**config.mk**
```make
export PLATFORM = sky130hd
export DESIGN_NAME = port_latches_and_pullup_control
export DESIGN_NICKNAME = d
export VERILOG_FILES = /design/src/rtl/port_pkg.sv /design/src/rtl/pad_if.sv /design/src/rtl/pad_drive.sv /design/src/rtl/port_latches_and_pullup_control.sv
export SDC_FILE = /design/constraint.sdc
export NUM_CORES = 1
export LEC_CHECK = 0
export BUFFER_PORTS_ARGS = -buffer_cell sky130_fd_sc_hd__buf_2
export CAP_MARGIN = 20
export CORE_MARGIN = 1.5
export CORE_UTILIZATION = 52
export CTS_CLUSTER_SIZE = 28
export DETAILED_ROUTE_END_ITERATION = 16
export GPL_ROUTABILITY_DRIVEN = 0
export PLACE_DENSITY = 0.8
export SETUP_SLACK_MARGIN = 0.3
export SLEW_MARGIN = 0
export SYNTH_ARGS = -nofsm -noshare
export SYNTH_HDL_FRONTEND = slang
export SYNTH_HIERARCHICAL = 1
export SYNTH_SLANG_ARGS = --single-unit
```
**constraint.sdc**
```tcl
create_clock -name core_clk -period 1.5 [get_ports core_clk]
set_input_delay 0.075 -clock core_clk [delete_from_list [all_inputs] [get_ports core_clk]]
set_output_delay 0.075 -clock core_clk [all_outputs]
set_load 0.005 [all_outputs]
```
**src/rtl/port_pkg.sv**
```systemverilog
// constants for the port latch and pull-up control block
package port_pkg;
    localparam logic [7:0] PORT0_ADDR   = 8'h80;
    localparam logic [7:0] PORT1_ADDR   = 8'h90;
    localparam logic [7:0] PORT2_ADDR   = 8'ha0;
    localparam logic [7:0] PULL1_ADDR   = 8'hb3;
    localparam logic [7:0] PULL2_ADDR   = 8'hb4;
    localparam logic [7:0] LATCH_RESET  = 8'hff;
    localparam logic [7:0] PULL_RESET   = 8'h00;
    localparam logic [7:0] UNMAPPED_RD  = 8'h00;
    localparam int         P2_PINS      = 3;
    localparam int         SDL_BIT      = 3;
    localparam int         RST_PULL_BIT = 5;
endpackage

```
**src/rtl/pad_if.sv**
```systemverilog
// carrier between the register core and one port's pad logic
`timescale 1ns/1ps
interface pad_if #(parameter int N = 8);
    logic [N-1:0] latch;
    logic [N-1:0] pull_dis;
    logic [N-1:0] alt_en;
    logic [N-1:0] alt_out;
    logic [N-1:0] level;
    modport core (output latch, output pull_dis, output alt_en,
                  output alt_out, input level);
    modport pad  (input latch, input pull_dis, input alt_en,
                  input alt_out, output level);
endinterface

```
**src/rtl/pad_drive.sv**
```systemverilog
// pad drive and input synchroniser for one port
`timescale 1ns/1ps
module pad_drive #(parameter int N = 8)
(
    input  wire logic         core_clk,
    input  wire logic         rstn,
    pad_if.pad                ctl,
    input  wire logic [N-1:0] pin_in,
    output logic      [N-1:0] pin_out,
    output logic      [N-1:0] pin_oe_n,
    output logic      [N-1:0] pin_pullup_en
);
    logic [N-1:0] meta_q;
    logic [N-1:0] level_q;
    logic [N-1:0] high_d;

    // pins idle high through the pull-up, so sync resets to ones
    always_ff @(posedge core_clk or negedge rstn)
    begin
        if (!rstn)
        begin
            meta_q  <= '1;
            level_q <= '1;
        end
        else
        begin
            meta_q  <= pin_in;
            level_q <= meta_q;
        end
    end

    assign ctl.level = level_q;

    // alternate function passes only while the latch holds one
    assign high_d = ctl.latch & (~ctl.alt_en | ctl.alt_out);

    // only ever pull low; a high is left to the pull-up or outside
    always_ff @(posedge core_clk or negedge rstn)
    begin
        if (!rstn)
        begin
            pin_out       <= '1;
            pin_oe_n      <= '1;
            pin_pullup_en <= '1;
        end
        else
        begin
            pin_out       <= high_d;
            pin_oe_n      <= high_d;
            pin_pullup_en <= ~ctl.pull_dis;
        end
    end
endmodule

```
**src/rtl/port_latches_and_pullup_control.sv**
```systemverilog
// port latches, pin reads and pull-up control on the sfr bus
`timescale 1ns/1ps
module port_latches_and_pullup_control
(
    input  wire logic       core_clk,
    input  wire logic       rstn,
    input  wire logic [7:0] sfr_addr,
    input  wire logic [7:0] sfr_wdata,
    input  wire logic       sfr_wr,
    input  wire logic       sfr_rd,
    input  wire logic       read_pin_sel,
    output logic      [7:0] sfr_rdata,
    output logic            sfr_hit,
    input  wire logic [7:0] bit_addr,
    input  wire logic       bit_wdata,
    input  wire logic       bit_wr,
    input  wire logic       bit_rd,
    output logic            bit_rdata,
    input  wire logic [7:0] port_zero_pin_in,
    output logic      [7:0] port_zero_pin_out,
    output logic      [7:0] port_zero_oe_n,
    output logic      [7:0] port_zero_pullup_en,
    input  wire logic [7:0] port_zero_alt_en,
    input  wire logic [7:0] port_zero_alt_out,
    input  wire logic [7:0] port_one_pin_in,
    output logic      [7:0] port_one_pin_out,
    output logic      [7:0] port_one_oe_n,
    output logic      [7:0] port_one_pullup_en,
    input  wire logic [7:0] port_one_alt_en,
    input  wire logic [7:0] port_one_alt_out,
    input  wire logic [2:0] port_two_pin_in,
    output logic      [2:0] port_two_pin_out,
    output logic      [2:0] port_two_oe_n,
    output logic      [2:0] port_two_pullup_en,
    input  wire logic [2:0] port_two_alt_en,
    input  wire logic [2:0] port_two_alt_out,
    output logic            serial_download_pin,
    output logic            reset_pin_pullup_en
);
    logic [7:0] port_zero_latch_q;
    logic [7:0] port_one_latch_q;
    logic [7:0] port_two_latch_q;
    logic [7:0] port_one_pullup_disable_q;
    logic [7:0] port_two_pullup_disable_q;
    logic [7:0] p0_view;
    logic [7:0] p1_view;
    logic [7:0] p2_view;
    logic [7:0] rd_d;
    logic       bit_d;

    pad_if #(.N(8))                p0if ();
    pad_if #(.N(8))                p1if ();
    pad_if #(.N(port_pkg::P2_PINS)) p2if ();

    // bit address falls inside the byte at base
    function automatic logic bit_sel(input logic [7:0] base,
                                     input logic [7:0] ba);
        return ba[7:3] == base[7:3];
    endfunction

    // a byte write wins over a bit write landing in the same cycle
    function automatic logic [7:0] latch_next(input logic [7:0] old,
                                              input logic [7:0] base);
        logic [7:0] r;
        r = old;
        if (sfr_wr && sfr_addr == base)
            r = sfr_wdata;
        else if (bit_wr && bit_sel(base, bit_addr))
            r[bit_addr[2:0]] = bit_wdata;
        return r;
    endfunction

    always_ff @(posedge core_clk or negedge rstn)
    begin
        if (!rstn)
        begin
            port_zero_latch_q <= port_pkg::LATCH_RESET;
            port_one_latch_q  <= port_pkg::LATCH_RESET;
            port_two_latch_q  <= port_pkg::LATCH_RESET;
        end
        else
        begin
            port_zero_latch_q <= latch_next(port_zero_latch_q,
                                            port_pkg::PORT0_ADDR);
            port_one_latch_q  <= latch_next(port_one_latch_q,
                                            port_pkg::PORT1_ADDR);
            port_two_latch_q  <= latch_next(port_two_latch_q,
                                            port_pkg::PORT2_ADDR);
        end
    end

    // reserved bits are stored as written; software keeps them clear
    always_ff @(posedge core_clk or negedge rstn)
    begin
        if (!rstn)
        begin
            port_one_pullup_disable_q <= port_pkg::PULL_RESET;
            port_two_pullup_disable_q <= port_pkg::PULL_RESET;
        end
        else
        begin
            if (sfr_wr && sfr_addr == port_pkg::PULL1_ADDR)
                port_one_pullup_disable_q <= sfr_wdata;
            if (sfr_wr && sfr_addr == port_pkg::PULL2_ADDR)
                port_two_pullup_disable_q <= sfr_wdata;
        end
    end

    assign p0if.latch    = port_zero_latch_q;
    assign p0if.pull_dis = '0;
    assign p0if.alt_en   = port_zero_alt_en;
    assign p0if.alt_out  = port_zero_alt_out;
    assign p1if.latch    = port_one_latch_q;
    assign p1if.pull_dis = port_one_pullup_disable_q;
    assign p1if.alt_en   = port_one_alt_en;
    assign p1if.alt_out  = port_one_alt_out;
    assign p2if.latch    = port_two_latch_q[2:0];
    assign p2if.pull_dis = port_two_pullup_disable_q[2:0];
    assign p2if.alt_en   = port_two_alt_en;
    assign p2if.alt_out  = port_two_alt_out;

    assign serial_download_pin = port_two_latch_q[port_pkg::SDL_BIT];
    assign reset_pin_pullup_en =
        ~port_two_pullup_disable_q[port_pkg::RST_PULL_BIT];

    pad_drive #(.N(8)) u_p0 (
        .core_clk      (core_clk),
        .rstn          (rstn),
        .ctl           (p0if.pad),
        .pin_in        (port_zero_pin_in),
        .pin_out       (port_zero_pin_out),
        .pin_oe_n      (port_zero_oe_n),
        .pin_pullup_en (port_zero_pullup_en)
    );
    pad_drive #(.N(8)) u_p1 (
        .core_clk      (core_clk),
        .rstn          (rstn),
        .ctl           (p1if.pad),
        .pin_in        (port_one_pin_in),
        .pin_out       (port_one_pin_out),
        .pin_oe_n      (port_one_oe_n),
        .pin_pullup_en (port_one_pullup_en)
    );
    pad_drive #(.N(port_pkg::P2_PINS)) u_p2 (
        .core_clk      (core_clk),
        .rstn          (rstn),
        .ctl           (p2if.pad),
        .pin_in        (port_two_pin_in),
        .pin_out       (port_two_pin_out),
        .pin_oe_n      (port_two_oe_n),
        .pin_pullup_en (port_two_pullup_en)
    );

    // download bit cannot be seen from either path, so it reads one
    assign p0_view = read_pin_sel ? p0if.level : port_zero_latch_q;
    assign p1_view = read_pin_sel ? p1if.level : port_one_latch_q;
    assign p2_view = {port_two_latch_q[7:4], 1'b1,
                      read_pin_sel ? p2if.level
                                   : port_two_latch_q[2:0]};

    always_comb
    begin
        if (sfr_addr == port_pkg::PORT0_ADDR)
            rd_d = p0_view;
        else if (sfr_addr == port_pkg::PORT1_ADDR)
            rd_d = p1_view;
        else if (sfr_addr == port_pkg::PORT2_ADDR)
            rd_d = p2_view;
        else if (sfr_addr == port_pkg::PULL1_ADDR)
            rd_d = port_one_pullup_disable_q;
        else if (sfr_addr == port_pkg::PULL2_ADDR)
            rd_d = port_two_pullup_disable_q;
        else
            rd_d = port_pkg::UNMAPPED_RD;
    end

    always_comb
    begin
        if (bit_sel(port_pkg::PORT0_ADDR, bit_addr))
            bit_d = p0_view[bit_addr[2:0]];
        else if (bit_sel(port_pkg::PORT1_ADDR, bit_addr))
            bit_d = p1_view[bit_addr[2:0]];
        else if (bit_sel(port_pkg::PORT2_ADDR, bit_addr))
            bit_d = p2_view[bit_addr[2:0]];
        else
            bit_d = 1'b0;
    end

    assign sfr_hit = sfr_addr == port_pkg::PORT0_ADDR
                  || sfr_addr == port_pkg::PORT1_ADDR
                  || sfr_addr == port_pkg::PORT2_ADDR
                  || sfr_addr == port_pkg::PULL1_ADDR
                  || sfr_addr == port_pkg::PULL2_ADDR;

    always_ff @(posedge core_clk or negedge rstn)
    begin
        if (!rstn)
        begin
            sfr_rdata <= 8'h00;
            bit_rdata <= 1'b0;
        end
        else
        begin
            if (sfr_rd)
                sfr_rdata <= rd_d;
            if (bit_rd)
                bit_rdata <= bit_d;
        end
    end
endmodule

```
==> results of run 1 <==
cells by family after synthesis:
| logic type | after synthesis | share of synthesized area |
|---|---|---|
| xor gates and xnor gates | 1 | 0.00158 |
| other | 1 | 0.000675 |
| muxes | 60 | 0.112 |
| and+or+nand+nor | 120 | 0.113 |
| buffers and inverters | 81 | 0.0717 |
| DFF | 125 | 0.586 |
| AOI/OAI and AO/OA | 101 | 0.114 |
routing by layer:
metal  track usage  share of wire  vias up
li1              -              -     2147
met1         0.355           0.39     2338
met2         0.506           0.49      313
met3        0.0699          0.082       57
met4         0.142          0.037        0
met5             0              0        -
worst max-delay path: stages (launching register included):
cell,delay [ns]
dfstp_2,0.37
mux2i_1,0.24
o22ai_1,0.17
nor3_2,0.21
nand3_1,0.10
a221o_1,0.29
flip-flops by register name, indices dropped and copies added (netlist names), 8 cells and up:
register and flops:
p0if.latch 8, p1if.latch 8, p1if.pull_dis 8, port_two_latch_q 8
port_two_pullup_disable_q 8, sfr_rdata 8, u_p0/ctl.level 8, u_p0/meta_q 8
u_p0/pin_oe_n 8, u_p0/pin_pullup_en 8, u_p1/ctl.level 8, u_p1/meta_q 8
u_p1/pin_oe_n 8, u_p1/pin_pullup_en 8
through the flow:
step                      hold WS, ns  total power [mW]  instance area (um2)   util  setup TNS [ns]
after global routing           0.0317              10.0                 8320  0.805          -0.153
after floorplan                -0.221              4.33                 5630      -          -0.257
after global placement          0.148              4.82                 6670  0.646           -3.71
after CTS                     0.00217              9.65                 8140  0.788         -0.0510
final                          0.0429              9.74                 8320  0.805         -0.0171
after detailed placement        0.154              4.85                 6670  0.646           -5.34
power groups by stage:
stage                     Sequential, mW  Combinational (mW)  Clock (mW)
after global placement              3.91               0.906           0
after CTS                           3.88                1.12        4.65
after global routing                3.92                1.30        4.82
after floorplan                     3.89               0.432           0
final                               3.90                1.22        4.61
after detailed placement            3.92               0.932           0
placed cells by master (no fill, tap or decap), types with 3 or more instances in the layout:
cell           Yosys  routed
a21boi_1          19      19
a21o_1             3       3
a21oi_1           26      24
a22oi_1            6       6
and3_1             3       3
and3b_1            3       3
buf_12             0       6
buf_2              3     131
buf_4             20      37
buf_6              2      25
bufinv_16          0       6
clkbuf_16          0      16
clkinv_4           0       3
conb_1             1       8
dfrtp_1           25      25
dfstp_2          100     100
dlygate4sd3_1      0      67
inv_1             42      42
mux2_2            19      18
mux2i_1           41      35
mux2i_2            0       4
nand2_1           36      36
nand2b_1           3       3
nand3_1            5       3
nand3b_1           4       4
nor2_1            34      33
nor2b_1            5       5
nor3_1             4       3
nor3b_1            5       4
o21ai_0           27       9
o21ai_1            0      17
o22ai_1            6       6
layout make-up:
| type | count | share of cell area |
|---|---|---|
| flip-flops and latches | 125 | 0.391 |
| clock buffers | 18 | 0.0515 |
| inverters | 42 | 0.0190 |
| well taps | 136 | 0.0205 |
| repair buffers | 266 | 0.241 |
| multi-input cells | 290 | 0.248 |
| clock inverters | 14 | 0.0289 |
how the worst min path moves through the flow:
stage / from / endpoint / slack, ns / cells after the start
after floorplan: rstn / bit_rdata / -0.22 / 0
after global routing: sfr_wr / port_two_latch_q[4] / 0.03 / 4
after CTS: sfr_rd / sfr_rdata[4] / 0.002 / 3
final: sfr_wr / port_two_latch_q[4] / 0.04 / 4
after global placement: rstn / u_p0/pin_oe_n[6] / 0.15 / 1
after detailed placement: rstn / u_p0/pin_oe_n[6] / 0.15 / 1
what timing repair did:
item | 4_1_cts | 5_1_grt
buffers inserted | 5 | 0
gates resized for setup | 18 | 33
hold buffers | 67 | 0
hold endpoints to repair | 204 | 0
setup endpoints to repair | 68 | 80
pin swaps | 5 | 6
==> results.md, run 1 <==
- Final Cycle Share: 1.00
- Most common cell in the netlist: dfstp_2
- Synth top cells by count: dfstp_2 (100), inv_1 (42), mux2i_1 (41), nand2_1 (36), nor2_1 (34)
- CP max FO: 2
- Clock root buffer: clkbuf_8
- Number of antenna diodes: 0
- Area grow syn2layout: 49.8%
- Flop2flop setup slack: -0.007 ns
- Syn avg cell area: 11.4 um2
- Drt pass-1 iters: 5
- P_int: 7.49 mW
- Top Ports: 158
- Fraction of power consumed by sequential logic: 0.401
- Drt first-iter violations: 410
- Post-Syn Instances: 489
- Post-detailed-route count of antenna-violating nets: 0
- Longest Clk Path Bufs: 2
- Worst R2R Start: p1if.latch[0]
- Hold Vio Cnt, Final: 0
- RR Endpoint: bit_rdata
- Leakage power total: 3.87 nW
- Max VDD drop: 1.05 mV
- PD cells: 1170 nW/um2
- Largest net degree at the start of global routing: 60
- Yosys top cell by area: dfstp_2
- Ys Warns: 6
- Switching part of the total: 0.231
- Layout cell share with drive strength beyond 1: 0.502
- Die H: 106 um
- Status: finished, violations left
- Area contributors post-synth: dfstp_2 (47%), dfrtp_1 (11%), mux2i_1 (7.4%)
- Syn Std Cell Area: 5550 um2
- Failing checks: negative setup slack
- Yosys reg bits: 125
- Multi-input gate area: 2060 um2
- Crit path required time: 1.90 ns
- Post-DP HPWL: 10.1 mm
- Psw: 2.25 mW
- DIE WIDTH: 106 um
- Max Cap Violations: 0
- # rows: 37
- Placed cells: 787
- NumNets Final: 831
- GR Overflow Total: 0
- CP startpoint: p1if.latch[0]
- Critical Path AT: 1.91 ns
- Initial cell density of the core: 0.538
- Seq/Total Area, Yosys: 0.586
- Total track usage: 0.297
- Place WS: -0.277 ns
- Register area: 3250 um2
- Max H-tree Level: 4
- Worst Skew: 0.00724 ns
- Critical Path End Type: flop
- Vias in the first global route: 5012
- Top cell type's share of synthesized area: 0.473
- TritonCTS clock tree: yes
- Synth Flop Type: dfstp_2
- Setup-failing EPs final: 3
- Final Max Slew Viols: 0
- Worst-Skew Late Latency: 0.52 ns
- RSZ-0062 raised after global routing: yes
- WL/cell: 18.9 um
- Worst Hold Class: in2reg
- First-pass GRT wire length: 25.1 mm
- Crit path to: bit_rdata
- Worst R2R Path Depth: 5
- Routed WL: 16.8 mm
- Worst Setup Start Kind: flop
- I/O Buffers: 157
- Async S/R FF share, synth: 1.00
- DRC: 0
- CTS sink cnt: 125
- Initial antenna violation count: 0
- Filler cell count: 543
- Combinational power share: 0.125
- Synth unique cells: 51
- Finished Layout Cells: 891
- Post-synth EDFFs: 0
- Fmax: 663 MHz
- Die area: 11300 um2
- Tmin final: 1.51 ns
- Worst-margin pin slew: 0.586 ns
- Clock transition at the registers of the reported paths: 0.06 ns
- Slew headroom: 0.609
- CP Class: reg2reg
- Cts bufs inserted: 17
- Vias: 4855
- Core Area: 10300 um2
- Setup ws final: -0.00720 ns
- Clock Power Share: 0.474
- DR vias/cell: 5.45
(Power assumes the default switching activity.)
==> run 2, diff against run 1 <==
--- a/config.mk
+++ b/config.mk
@@ -5,14 +5,15 @@
 export SDC_FILE = /design/constraint.sdc
 export NUM_CORES = 1
 export LEC_CHECK = 0
+export ABC_AREA = 1
 export BUFFER_PORTS_ARGS = -buffer_cell sky130_fd_sc_hd__buf_2
 export CAP_MARGIN = 20
 export CORE_MARGIN = 1.5
-export CORE_UTILIZATION = 52
+export CORE_UTILIZATION = 53
 export CTS_CLUSTER_SIZE = 28
 export DETAILED_ROUTE_END_ITERATION = 16
 export GPL_ROUTABILITY_DRIVEN = 0
-export PLACE_DENSITY = 0.8
+export PLACE_DENSITY = 0.81
 export SETUP_SLACK_MARGIN = 0.3
 export SLEW_MARGIN = 0
 export SYNTH_ARGS = -nofsm -noshare
==> run 2 against run 1 <==
The flow now finishes without violations. Design area decreased by 0.92%. Core utilization decreased by 1.4 points. Fmax increased by 6.8%. First-iteration DRC count increased by 47%. Non-clock buffer count decreased by 9. Critical path type unchanged. Largest power group is now sequential cells.
==> results.md, run 2 <==
- Top Ports: 158
- Cts bufs inserted: 17
- Number of antenna diodes: 0
- Syn Std Cell Area: 5730 um2
- Area grow syn2layout: 43.7%
- CTS sink cnt: 125
- Critical Path AT: 1.87 ns
- Max Cap Violations: 0
- TritonCTS clock tree: yes
- Post-detailed-route count of antenna-violating nets: 0
- Drt pass-1 iters: 6
- Setup ws final: 0.0881 ns
- Area contributors post-synth: dfstp_2 (46%), nand2_1 (12%), dfrtp_1 (11%)
- Worst path slowest cell: dfstp_2
- Crit path required time: 1.96 ns
- Post-Syn Instances: 646
- Compound-gate portion of the synthesized area: 0.111
- I/O Buffers: 157
- Combinational power share: 0.132
- Final Cycle Share: 0.941
- Longest Clk Path Bufs: 2
- Critical Path End Type: flop
- Crit path to: bit_rdata
- Total track usage: 0.311
- P_int: 6.66 mW
- Status: finished clean
- Worst-margin pin slew: 0.566 ns
- RSZ-0062 raised after global routing: yes
- Synth top cells by count: nand2_1 (186), inv_1 (107), dfstp_2 (100), nor2_1 (48), o21ai_0 (27)
- NumNets Final: 989
- Routed WL: 17.9 mm
- Max VDD drop: 0.835 mV
- Yosys top cell by area: dfstp_2
- Core Area: 10400 um2
- Top cell type's share of synthesized area: 0.458
- Yosys reg bits: 125
- Adder-cell share of the synthesized area: 0
- WL/cell: 17.0 um
- Post-synth EDFFs: 0
- Commonest cells after routing, fill and taps aside: nand2_1 (179), buf_2 (136), dfstp_2 (100), inv_1 (97), dlygate4sd3_1 (72)
- Synth unique cells: 34
- Vias: 5631
- Fin area: 8240 um2
- Synth Flop Type: dfstp_2
- Layout cell share with drive strength beyond 1: 0.414
- Post-DP HPWL: 10.8 mm
- Clock Power Share: 0.426
- Leakage power total: 4.05 nW
- Ys Warns: 6
- Initial antenna violation count: 0
- Dpl cell area: 6670 um2
- Most frequent CP cell: nand2_1
- Post-Synth XOR/XNOR Area: 0
- Slew headroom: 0.621
- Worst R2R Start: port_two_latch_q[0]
- Worst R2R Path Depth: 10
- Switching part of the total: 0.252
- Flop2flop setup slack: 0.09 ns
- Simple-Gate Fraction of Synth Area: 0.210
- Clock transition at the registers of the reported paths: 0.06 ns
- Syn avg cell area: 8.88 um2
- # rows: 37
- Die H: 107 um
- Psw: 2.25 mW
- Most common cell in the netlist: nand2_1
- Setup-failing EPs final: 0
- Worst-Skew Late Latency: 0.53 ns
- Async S/R FF share, synth: 1.00
- Hold Vio Cnt, Final: 0
- Initial cell density of the core: 0.551
- Final Max Slew Viols: 0
- Fraction of power consumed by sequential logic: 0.442
- GR Overflow Total: 0
- Mux cell area share after synthesis: 0.00196
- Die area: 11500 um2
- Critical path depth in cells: 10
- Seq/Total Area, Yosys: 0.567
- CP Class: reg2reg
- Setup TNS: 0 ns
- Worst Hold Class: in2reg
- Place WS: -0.0231 ns
- Cells along the critical path: nand2_1 -> nand2_1 -> inv_1 -> o21ai_0 -> nor2_1 -> nand2_1 -> nand2_1 -> nand2_1 -> nor2_1 -> nor2_1
- CP max FO: 3
- DIE WIDTH: 107 um
- PD cells: 1080 nW/um2
- Commonest non-fill, non-tap cell in the layout: nand2_1
- DR vias/cell: 5.37
- RR Endpoint: bit_rdata
- Worst Skew: 0.00714 ns
- Main combinational cell family by area after synthesis: simple AND/OR/NAND/NOR gates
- Tmin final: 1.41 ns
- Slowest stage delay, CP: 0.55 ns
- DRC: 0
- Worst Setup Start Kind: flop
- Drt first-iter violations: 604
- Crit-path leading delay family: flip-flops
- CP startpoint: port_two_latch_q[0]
- Fmax: 708 MHz
- Bufs and invs on worst path: 1
- Tot Pwr: 8.91 mW
- Largest net degree at the start of global routing: 52
- Clock root buffer: clkbuf_8
- First-pass GRT wire length: 26.8 mm
- Vias in the first global route: 5598
- Max H-tree Level: 4
==> run 2: changes by cell type in the layout (fill, tap and decap cells not counted), sizes merged, moves of 18 or more <==
cell / previous run / this run
nand2: 38 / 189
a21boi: 19 / 0
inv: 43 / 109
nor2: 34 / 57
mux2: 19 / 1
nand3: 5 / 23
mux2i: 41 / 0
==> run 2: logic make-up after synthesis <==
logic type      Yosys count
simple gates            281
buf+inv                 138
flops                   125
compound gates          100
mux                       1
other cells               1
==> run 2: worst min-delay path by stage <==
| stage | startpoint | to | slack, ns | cells after the start |
|---|---|---|---|---|
| 3_5_place_dp | port_zero_pin_in[6] | u_p0/meta_q[6] | 0.18 | 1 |
| 4_1_cts | bit_wr | p1if.latch[3] | 0.05 | 5 |
| 2_1_floorplan | rstn | bit_rdata | -0.22 | 0 |
| 6_report | bit_wr | p1if.latch[3] | 0.08 | 5 |
| 5_1_grt | bit_wr | p1if.latch[3] | 0.08 | 5 |
| 3_3_place_gp | port_two_pin_in[2] | u_p2/meta_q[2] | 0.18 | 1 |
==> run 2: area by class of cell <==
type | count | area, um2
multi-input combinational | 390 | 1950
fill | 627 | 2180
clock inverter | 11 | 90.1
sequential | 125 | 3250
timing repair buffer | 257 | 1900
inverter | 109 | 415
clock buffer | 21 | 460
tap | 136 | 170
==> run 2: routing by layer <==
metal | track usage | vias to the layer above | routed length [um]
li1 | - | 2494 | -
met1 | 0.365 | 2572 | 6360
met2 | 0.519 | 447 | 8580
met3 | 0.0839 | 118 | 1960
met4 | 0.166 | 0 | 978
met5 | 0 | - | 0
==> run 2: timing repair <==
| item | 4_1_cts | 5_1_grt |
|---|---|---|
| buffers inserted | 6 | 7 |
| hold buffers | 72 | 0 |
| endpoints found under the setup margin | 63 | 83 |
| cloned | 0 | 0 |
| hold endpoints to repair | 139 | 0 |
| gates resized for setup | 22 | 29 |
| pin swaps | 3 | 10 |
==> run 2: power groups by stage <==
stage | clock network [mW] | registers, mW | logic [mW]
floorplan | 0 | 3.94 | 0.461
global placement | 0 | 3.95 | 0.864
detailed placement | 0 | 3.96 | 0.885
CTS | 3.81 | 3.92 | 1.07
global route | 3.99 | 3.97 | 1.27
finish | 3.79 | 3.94 | 1.18
==> run 2: through the flow <==
| step | hold slack [ns] | cells | util |
|---|---|---|---|
| 2_1_floorplan | -0.221 | 653 | - |
| 3_3_place_gp | 0.179 | 932 | 0.640 |
| 3_5_place_dp | 0.181 | 932 | 0.640 |
| 4_1_cts | 0.0465 | 1042 | 0.773 |
| 5_1_grt | 0.0805 | 1049 | 0.791 |
| 6_report | 0.0779 | 1049 | 0.791 |
==> run 2: worst min-delay path: cells and delay by family <==
family | cells | cell delay (ns)
simple gates | 2 | 0.21
buf+inv | 2 | 0.23
compound gates | 1 | 0.08
